$ cat config.mk
export PLATFORM = sky130hd
export DESIGN_NAME = crfm_counter_relay
export DESIGN_NICKNAME = d
export VERILOG_FILES = /design/src/crfm_freq_unit.v /design/src/crfm_updown_unit.v /design/src/crfm_counter_relay.v
export VERILOG_INCLUDE_DIRS = /design/src
export SDC_FILE = /design/constraint.sdc
export NUM_CORES = 1
export LEC_CHECK = 0
export BUFFER_PORTS_ARGS = -buffer_cell sky130_fd_sc_hd__buf_2
export CORE_ASPECT_RATIO = 0.75
export CORE_MARGIN = 2
export CORE_UTILIZATION = 30
export DETAILED_ROUTE_END_ITERATION = 7
export SKIP_CTS_REPAIR_TIMING = 1
export SLEW_MARGIN = 0
export SYNTH_ARGS = -nofsm -noshare
export SYNTH_HDL_FRONTEND = slang
export SYNTH_SLANG_ARGS = --single-unit
$ cat constraint.sdc
create_clock -name clk -period 2.94 [get_ports clk]
set_input_delay 0 -clock clk [delete_from_list [all_inputs] [get_ports clk]]
set_output_delay 0 -clock clk [all_outputs]
set_load 0.03 [all_outputs]
$ cat src/crfm_defines.vh
// Constants for the counter relay block: ranges, timing and cycle counts.
// Assumes a 20 MHz system clock; included by bare name.
`ifndef CRFM_DEFINES_VH
`define CRFM_DEFINES_VH
`define CRFM_CLK_HZ 20000000
`define CRFM_GATE_MS 1000
`define CRFM_GATE_CYCLES ((`CRFM_CLK_HZ / 1000) * `CRFM_GATE_MS)
`define CRFM_MIN_PHASE_US 500
`define CRFM_MIN_PHASE_CYCLES ((`CRFM_CLK_HZ / 1000000) * `CRFM_MIN_PHASE_US)
`define CRFM_UPDOWN_MAX 16'h7D00
`define CRFM_FREQ_SP_MAX 16'h03E8
`define CRFM_FREQ_MIN 16'h0004
`define CRFM_ZERO 16'h0000
`define CRFM_VAL_W 16
`endif

$ cat src/crfm_freq_unit.v
// One frequency counter: counts rising edges over a one second gate.
// Assumes pin is already synchronised to clk; gate length is a parameter.
`timescale 1ns/1ns
`default_nettype none
`include "crfm_defines.vh"
module crfm_freq_unit #(
	parameter GATE_CYCLES = `CRFM_GATE_CYCLES
) (
	input wire clk,
	input wire nrst,
	input wire pin_sync,
	input wire enable,
	input wire clear,
	output reg [15:0] actual,
	output reg in_range
);
	reg [31:0] gate_cnt;
	reg [15:0] pulse_cnt;
	reg pin_last;
	wire rise;
	wire gate_end;
	assign rise = pin_sync & ~pin_last;
	assign gate_end = (gate_cnt == GATE_CYCLES - 1);
	// Back to back gates, latch pulse count at gate end
	always @(posedge clk) begin
		pin_last <= pin_sync;
		if (!nrst || clear || !enable) begin
			gate_cnt <= 32'h0000_0000;
			pulse_cnt <= 16'h0000;
			actual <= `CRFM_ZERO;
			in_range <= 1'b0;
		end else if (gate_end) begin
			gate_cnt <= 32'h0000_0000;
			pulse_cnt <= 16'h0000;
			actual <= pulse_cnt + {15'h0000, rise};
			in_range <= (pulse_cnt + {15'h0000, rise}) >= `CRFM_FREQ_MIN;
		end else begin
			gate_cnt <= gate_cnt + 32'h0000_0001;
			if (rise && pulse_cnt != 16'hFFFF)
				pulse_cnt <= pulse_cnt + 16'h0001;
		end
	end
endmodule // crfm_freq_unit
`default_nettype wire

$ cat src/crfm_updown_unit.v
// One up/down counter relay with saturation and optional retention.
// Assumes coils are sampled once per program cycle via cycle_en.
`timescale 1ns/1ns
`default_nettype none
`include "crfm_defines.vh"
module crfm_updown_unit (
	input wire clk,
	input wire nrst,
	input wire cycle_en,
	input wire run,
	input wire retentive,
	input wire count_coil,
	input wire direction_coil,
	input wire reset_coil,
	output reg [15:0] actual
);
	reg coil_last;
	// Edge counting with saturation; reset wins
	always @(posedge clk) begin
		if (!nrst) begin
			coil_last <= 1'b0;
			if (!retentive)
				actual <= `CRFM_ZERO;
		end else if (cycle_en) begin
			coil_last <= count_coil;
			if (reset_coil)
				actual <= `CRFM_ZERO;
			else if (!run && !retentive)
				actual <= `CRFM_ZERO;
			else if (run && count_coil && !coil_last) begin
				if (direction_coil) begin
					if (actual != `CRFM_ZERO)
						actual <= actual - 16'h0001;
				end else if (actual < `CRFM_UPDOWN_MAX)
					actual <= actual + 16'h0001;
			end
		end
	end
endmodule // crfm_updown_unit
`default_nettype wire

$ cat src/crfm_counter_relay.v
// Counter relay top: one up/down counter and two frequency counters.
// Assumes: freq inputs are asynchronous pins; coils come from logic on clk.
// Retention across power loss is modelled by nrst; a retentive up/down count survives it.
`timescale 1ns/1ns
`default_nettype none
`include "crfm_defines.vh"
module crfm_counter_relay #(
	parameter GATE_CYCLES = `CRFM_GATE_CYCLES,
	parameter CYCLE_CYCLES = 16'h0FA0
) (
	input wire clk,
	input wire nrst,
	input wire run,
	input wire updown_retentive,
	input wire [15:0] updown_setpoint,
	input wire count_coil,
	input wire direction_coil,
	input wire reset_coil,
	input wire updown_self_reset,
	input wire freq_input_a,
	input wire freq_input_b,
	input wire freq_enable_coil_a,
	input wire freq_reset_coil_a,
	input wire freq_direction_coil_a,
	input wire freq_enable_coil_b,
	input wire freq_reset_coil_b,
	input wire freq_direction_coil_b,
	input wire [15:0] freq_setpoint_a,
	input wire [15:0] freq_setpoint_b,
	output reg program_cycle,
	output wire [15:0] updown_actual,
	output reg updown_contact,
	output wire [15:0] freq_counter_a,
	output wire [15:0] freq_counter_b,
	output wire freq_valid_a,
	output wire freq_valid_b,
	output reg freq_contact_a,
	output reg freq_contact_b
);
	// Clamp a frequency setpoint into its legal range
	function [15:0] crfm_clamp_sp;
		input [15:0] sp;
		begin
			crfm_clamp_sp = (sp > `CRFM_FREQ_SP_MAX) ? `CRFM_FREQ_SP_MAX : sp;
		end
	endfunction

	reg [15:0] cycle_cnt;
	reg sync_a1;
	reg sync_a2;
	reg sync_b1;
	reg sync_b2;
	reg auto_reset;
	wire cycle_en;
	wire up_reset;
	wire cmp_a;
	wire cmp_b;

	// Program cycle divider, one enable pulse per cycle
	always @(posedge clk) begin
		if (!nrst) begin
			cycle_cnt <= 16'h0000;
			program_cycle <= 1'b0;
		end else if (cycle_cnt == CYCLE_CYCLES - 16'h0001) begin
			cycle_cnt <= 16'h0000;
			program_cycle <= 1'b1;
		end else begin
			cycle_cnt <= cycle_cnt + 16'h0001;
			program_cycle <= 1'b0;
		end
	end
	assign cycle_en = program_cycle;

	// Two flop synchronisers on the fixed pins
	always @(posedge clk) begin
		if (!nrst) begin
			sync_a1 <= 1'b0;
			sync_a2 <= 1'b0;
			sync_b1 <= 1'b0;
			sync_b2 <= 1'b0;
		end else begin
			sync_a1 <= freq_input_a;
			sync_a2 <= sync_a1;
			sync_b1 <= freq_input_b;
			sync_b2 <= sync_b1;
		end
	end

	// Up/down counter, optionally reset by its own contact
	assign up_reset = reset_coil | auto_reset;
	crfm_updown_unit u_updown (
		.clk(clk),
		.nrst(nrst),
		.cycle_en(cycle_en),
		.run(run),
		.retentive(updown_retentive),
		.count_coil(count_coil),
		.direction_coil(direction_coil),
		.reset_coil(up_reset),
		.actual(updown_actual)
	);

	// Contact on reaching setpoint; self reset clears it next cycle
	always @(posedge clk) begin
		if (!nrst) begin
			updown_contact <= 1'b0;
			auto_reset <= 1'b0;
		end else if (cycle_en) begin
			// While the self reset is pending the contact drops, so it lasts one cycle
			updown_contact <= (updown_actual >= updown_setpoint) && !auto_reset;
			auto_reset <= updown_self_reset && (updown_actual >= updown_setpoint)
				&& !auto_reset;
		end
	end

	// Frequency counters; direction coils deliberately unused
	crfm_freq_unit #(.GATE_CYCLES(GATE_CYCLES)) u_freq_a (
		.clk(clk),
		.nrst(nrst),
		.pin_sync(sync_a2),
		.enable(freq_enable_coil_a & run),
		.clear(freq_reset_coil_a),
		.actual(freq_counter_a),
		.in_range(freq_valid_a)
	);
	crfm_freq_unit #(.GATE_CYCLES(GATE_CYCLES)) u_freq_b (
		.clk(clk),
		.nrst(nrst),
		.pin_sync(sync_b2),
		.enable(freq_enable_coil_b & run),
		.clear(freq_reset_coil_b),
		.actual(freq_counter_b),
		.in_range(freq_valid_b)
	);

	// Comparison runs continuously, free of the cycle
	assign cmp_a = (freq_counter_a >= crfm_clamp_sp(freq_setpoint_a));
	assign cmp_b = (freq_counter_b >= crfm_clamp_sp(freq_setpoint_b));

	// Result handed to the diagram once per program cycle
	always @(posedge clk) begin
		if (!nrst) begin
			freq_contact_a <= 1'b0;
			freq_contact_b <= 1'b0;
		end else if (cycle_en) begin
			freq_contact_a <= cmp_a;
			freq_contact_b <= cmp_b;
		end
	end
endmodule // crfm_counter_relay
`default_nettype wire

# Yosys cells after proc, flatten, opt, wreduce, memory -nomap -nowiden
# Cells that the tools add are included.
[totals]
regBits = 174
in_bits = 64
output_inout_bits = 54
elab_cells = 93
[classes]
add_sub_neg = 9
n_lt_le_gt_ge = 8
n_eq_ne = 10
muxes = 12
n_bitwise = 8
reduce_logical = 24
[ops]
columns = ["op", "count"]
rows = [
  ["$mux 16", 11],
  ["$add 16x1->16 const B", 4],
  ["$add 32x1->32 const B", 2],
  ["$eq 32x25->1 const B", 2],
  ["$ge 16x16->1", 3],
  ["$add 16x1->16", 2],
  ["$ge 16x3->1 const B", 2],
  ["$gt 16x10->1 const B", 2],
  ["$ne 16x16->1 const B", 2],
  ["$eq 16x12->1 const B", 1],
  ["$lt 16x15->1 const B", 1],
  ["$reduce_bool 16->1", 1],
  ["$sub 16x1->16 const B", 1],
  ["$logic_and 1x1->1", 8],
  ["$logic_not 1->1", 7],
  ["$reduce_or 2->1", 3],
  ["$ne 5x1->1 const B", 1],
  ["$ne 5x2->1 const B", 1],
  ["$reduce_and 5->1", 1],
  ["$and 1x1->1", 4],
  ["$logic_or 1x1->1", 4],
  ["$ne 4x1->1 const B", 1],
  ["$not 1->1", 3],
  ["$ne 2x1->1 const B", 1],
  ["3 further kinds", 3],
]

# Longest topological paths before layout
[logic_depth]
depth_word = 8
mapped_depth = 12
depth_no_buf = 12

# Modules after synthesis
# Synthesis repeated with hierarchy kept, for this count alone.
[unflattened]
cells_unflattened = 1166
hier_area_um2 = 10017.1
[by_module_without_submodules]
columns = ["module", "n_inst", "cells_per_inst", "area_each_um2", "seq_area_each_um2"]
rows = [
  ["crfm_freq_unit at u_freq_b", 1, 358, 3193.1, 1321.3],
  ["crfm_freq_unit at u_freq_a", 1, 379, 3180.6, 1321.3],
  ["crfm_counter_relay", 1, 275, 2199.6, 500.5],
  ["crfm_updown_unit", 1, 154, 1443.9, 500.5],
]

# Worst setup path after synthesis
# Ideal clock, no wire load.
[synth_timing]
path_type = "reg2reg"
from = "register u_updown.actual[9]"
to = "register u_updown.actual[0] (enable)"
setup_ns = 0.394
arrival_ns = 2.192
t_required_ns = 2.546
path_slack_ns = 0.354
stages_incl_launch_ff = 6
synth_period_minus_slack_ns = 2.586
cell_sequence = "edfxtp_1 > nor2_1 > nor3_1 > o21a_1 > or4_1 > a21oi_1"
[synth_between]
elab_chain_cells = 3
word_cells_on_any_way = 5
[synth_rtl]
columns = ["item", "line", "source"]
rows = [
  ["start, declared", "crfm_updown_unit.v:15", "output reg [15:0] actual"],
  ["start signal, assigned", "crfm_updown_unit.v:23", "actual <= `CRFM_ZERO;"],
  ["start signal, assigned", "crfm_updown_unit.v:27", "actual <= `CRFM_ZERO;"],
  ["start signal, assigned", "crfm_updown_unit.v:29", "actual <= `CRFM_ZERO;"],
  ["$lt 16x15->1 (no source line) / $reduce_bool 16->1 (equally long branches)", "n/a", ""],
  ["$ne 5x1->1 (no source line) / $ne 5x2->1 (equally long branches)", "n/a", ""],
  ["$reduce_and 5->1 (no source line) (*)", "n/a", ""],
]
# Mark *: on every way between the ends. The rest lies on a longest branch, timed or not.
# A chain may end at the register's enable or synchronous reset.

# Final worst setup path
[layout_timing]
from = "register u_updown.actual[7]"
to = "register u_updown.actual[11] (data pin)"
[layout_between]
elab_chain_cells = 8
word_cells_on_any_way = 10
[layout_rtl]
columns = ["item", "line", "source"]
rows = [
  ["$add 16x1->16 / $sub 16x1->16 (equally long branches)", "crfm_updown_unit.v:35, crfm_updown_unit.v:33", ""],
  ["$mux 16, on equally long branches", "crfm_updown_unit.v:34, crfm_updown_unit.v:32", ""],
  ["$mux 16 (*)", "crfm_updown_unit.v:31", "if (direction_coil) begin"],
  ["$mux 16 (*)", "crfm_updown_unit.v:30", "else if (run && count_coil && !coil_last) begin"],
  ["$mux 16 (*)", "crfm_updown_unit.v:28", "else if (!run && !retentive)"],
  ["$mux 16 (*)", "crfm_updown_unit.v:26", "if (reset_coil)"],
  ["$mux 16 (*)", "crfm_updown_unit.v:24", "end else if (cycle_en) begin"],
  ["$mux 16 (*)", "crfm_updown_unit.v:20", "if (!nrst) begin"],
]
# Mark *: on every way between the ends. The rest lies on a longest branch, timed or not. The select of a mux whose other input is x is not followed.

==> qor.yml <==
yosys:
  synth_area_um2: 9840
  synthFlopType: "dfxtp_1"
  synthArstFlopShare: 0
  seq_area_frac_synth: 0.370
  yosysWarnings: 0
  synth_edf_count: 16
  postSynthCellCount: 1147
  avgSynthCellArea_um2: 8.58
  ys_ff_latch: 174
  synthDistinctLibCells: 65
hold_path:
  worstHoldPathCells: 4
  hp-start: "nrst"
  hold_path_end: "updown_contact$_SDFFE_PN0P_"
  min_path_type: "input pin to flip-flop"
pwr:
  clkPwrFrac: 0.430
  switching_share: 0.252
  switching_power_mw: 1.23
  intPower_mw: 3.65
  p_seq_frac: 0.499
  power_density_nw_per_um2: 426
  irDropWorstVdd_v: 0.000344
  p_comb_frac: 0.071
  p_leak_nw: 4.44
worst_setup_path:
  worstPathRequired_ns: 3.12
  rr_worst_depth: 7
  reg2reg_from: "u_updown.actual[7]$_SDFFCE_PP0P_"
  worst_setup_path_end_kind: "flip-flop"
  setup.worst_path.start_class: "flip-flop"
  cp.arrival_ns: 2.87
  r2r_slack_ns: 0.25
  critPathKind: "flip-flop to flip-flop"
  cpPeakStageDelay_ns: 0.50
  r2r_end: "u_updown.actual[11]$_SDFFCE_PP0P_"
  crit_chain: "ha_1 > a21oi_1 > o21ai_0 > a221oi_1 > o21bai_1 > and3_1 > or2_2"
  slowest_stage: "a221oi_1"
  path_max_fanout: 4
timing:
  tightest_slew_ns: 1.16
  period_minus_slack_ns: 2.69
  min_period_over_period: 0.914
  setup_viol: 0
  finalHoldViolCount: 0
  slew_headroom: 0.223
  tns_ns: 0
  rsz0062_at_grt: "no"
  slew_viol_final: 0
  clock.fmax_ghz: 0.372
  finClkSkew_ns: 0.00794
drt:
  vias_per_cell: 4.76
  dr.pass1.iters: 5
  drt-wirelength-per-cell_um: 14.0
  drc: 0
  via_count: 8185
  ant_nets: 0
  drtIter0Drc: 518
  routed_wirelength_um: 24100
die:
  die_x_um: 213
  initial_utilization: 0.305
  die_h_um: 161
  ios: 118
  dieArea_um2: 34300
  core_area_um2: 32300
  rows: 57
placed_design:
  hpwl_um: 18100
  portBuffers: 115
  place_congestion: 0.865
clock_tree:
  htreeDepth: 4
  clk_latency_ns: 0.43
  clock-sinks: 174
  cts.clk_slew.worst_paths_ns: 0.07
  cts_inserted_buffers: 17
  cts_max_path_buffers: 2
  ctsRootBufferMaster: "clkbuf_16"
  cts_tree: "built"
global_routing:
  grt_max_degree: 47
  antenna_found_initial: 0
  track_usage: 0.142
  grt_pass1_wl_um: 39400
  first_global_vias: 7559
  grt-ovfl-total: 0
layout:
  most-common-layout-cells: "175 x nor2_1, 158 x dfxtp_1, 115 x buf_2, 88 x nand2_1, 72 x xor2_1"
  nets: 1400
  syn_to_final_growth_pct: 16.4
  fillCellCount: 3354
  mostFrequentLayoutCell: "nor2_1"
  antenna_cells: 0
  fin_util: 0.355
  layout-drive-gt1-share: 0.139
run:
  cap_violations: 0
outcome:
  outcome: "finished, final reports clean"
## per-layer routing
metal,part of all wire,GRT usage
met1,0.53,0.211
met2,0.42,0.208
met4,0.0090,0.0334
met5,0,0
met3,0.043,0.0301
## cell usage after synthesis, types with 7 or more instances
cell type    n  area [um2]
nor2_1     175         657
dfxtp_1    158        3160
nand2_1     88         330
xor2_1      72         631
ha_1        71         888
xnor2_1     63         552
nand3_1     62         310
inv_1       42         158
o21ai_0     42         210
nand4_1     32         200
a21oi_1     30         150
nor3_1      29         145
buf_2       23         115
and3_1      20         125
and2_1      17         106
nor4_1      17         106
edfxtp_1    16         480
or3_1       16         100
a21o_1      14         105
and4_1      14         123
clkbuf_1    13        48.8
a211oi_1     9        67.6
a22o_1       9        78.8
nand2b_1     9        56.3
nor2b_1      7        43.8
or2_2        7        43.8
## state kept, by name (all words and copies together), names as in the netlist, 16 cells and up
name,cells
u_freq_a.actual,16
u_freq_b.gate_cnt,32
u_updown.actual,16
cycle_cnt,16
u_freq_a.gate_cnt,32
u_freq_b.actual,16
u_freq_a.pulse_cnt,16
u_freq_b.pulse_cnt,16
## area by class of cell
cell class,instances,area (um2),share of cell area
tap,442,553,0.0483
sequential,174,3640,0.318
multi-input combinational,900,5860,0.511
clock buffer,17,425,0.0371
clock inverter,15,115,0.0100
timing repair buffer,129,703,0.0614
inverter,42,158,0.0138
## cells by family after synthesis
kind of cell / count (synthesis) / synth area share
multiplexers: 9 / 0.00967
AND/OR/NAND/NOR: 519 / 0.265
flip-flops: 174 / 0.370
XOR/XNOR: 135 / 0.120
AO/OA/AOI/OAI: 153 / 0.103
other: 1 / 0.000381
buffers and inverters: 84 / 0.0388
adder cells (fa/ha/maj): 72 / 0.0923
## how the worst max path moves through the flow
stage | endpoint | cells after the start | start
floorplan | u_updown.actual[0]$_SDFFCE_PP0P_ | 5 | u_updown.actual[9]$_SDFFCE_PP0P_
global placement | u_freq_a.in_range$_SDFFE_PP0P_ | 9 | sync_a2$_SDFF_PN0_
detailed placement | u_freq_a.in_range$_SDFFE_PP0P_ | 9 | sync_a2$_SDFF_PN0_
CTS | u_freq_a.in_range$_SDFFE_PP0P_ | 9 | sync_a2$_SDFF_PN0_
global route | u_freq_a.in_range$_SDFFE_PP0P_ | 9 | sync_a2$_SDFF_PN0_
finish | u_updown.actual[11]$_SDFFCE_PP0P_ | 7 | u_updown.actual[7]$_SDFFCE_PP0P_
## stage by stage
stage	power (mW)	setup WS (ns)	cells	hold WS, ns	instance area, um2
finish	4.88	0.254	1719	0.0745	11500
global route	5.09	0.0513	1719	0.0822	11500
CTS	4.94	0.190	1715	-0.247	11400
detailed placement	2.83	0.200	1683	0.211	10900
global placement	2.82	0.316	1683	0.216	10900
floorplan	2.71	0.354	1158	0.127	9880
## power by group through the flow
stage	combinational, mW	clock (mW)	sequential [mW]
5_1_grt	0.386	2.27	2.44
3_3_place_gp	0.331	0	2.49
2_1_floorplan	0.204	0	2.50
3_5_place_dp	0.337	0	2.49
6_report	0.344	2.10	2.44
4_1_cts	0.339	2.16	2.44
## critical path: cells and delay by family (launching register included)
kind | cells | cell delay [ns]
compound gates | 4 | 1.13
simple gates | 2 | 0.47
flops | 1 | 0.46
fa+ha+maj | 1 | 0.37
No activity file was read; power rests on OpenSTA's default activity.
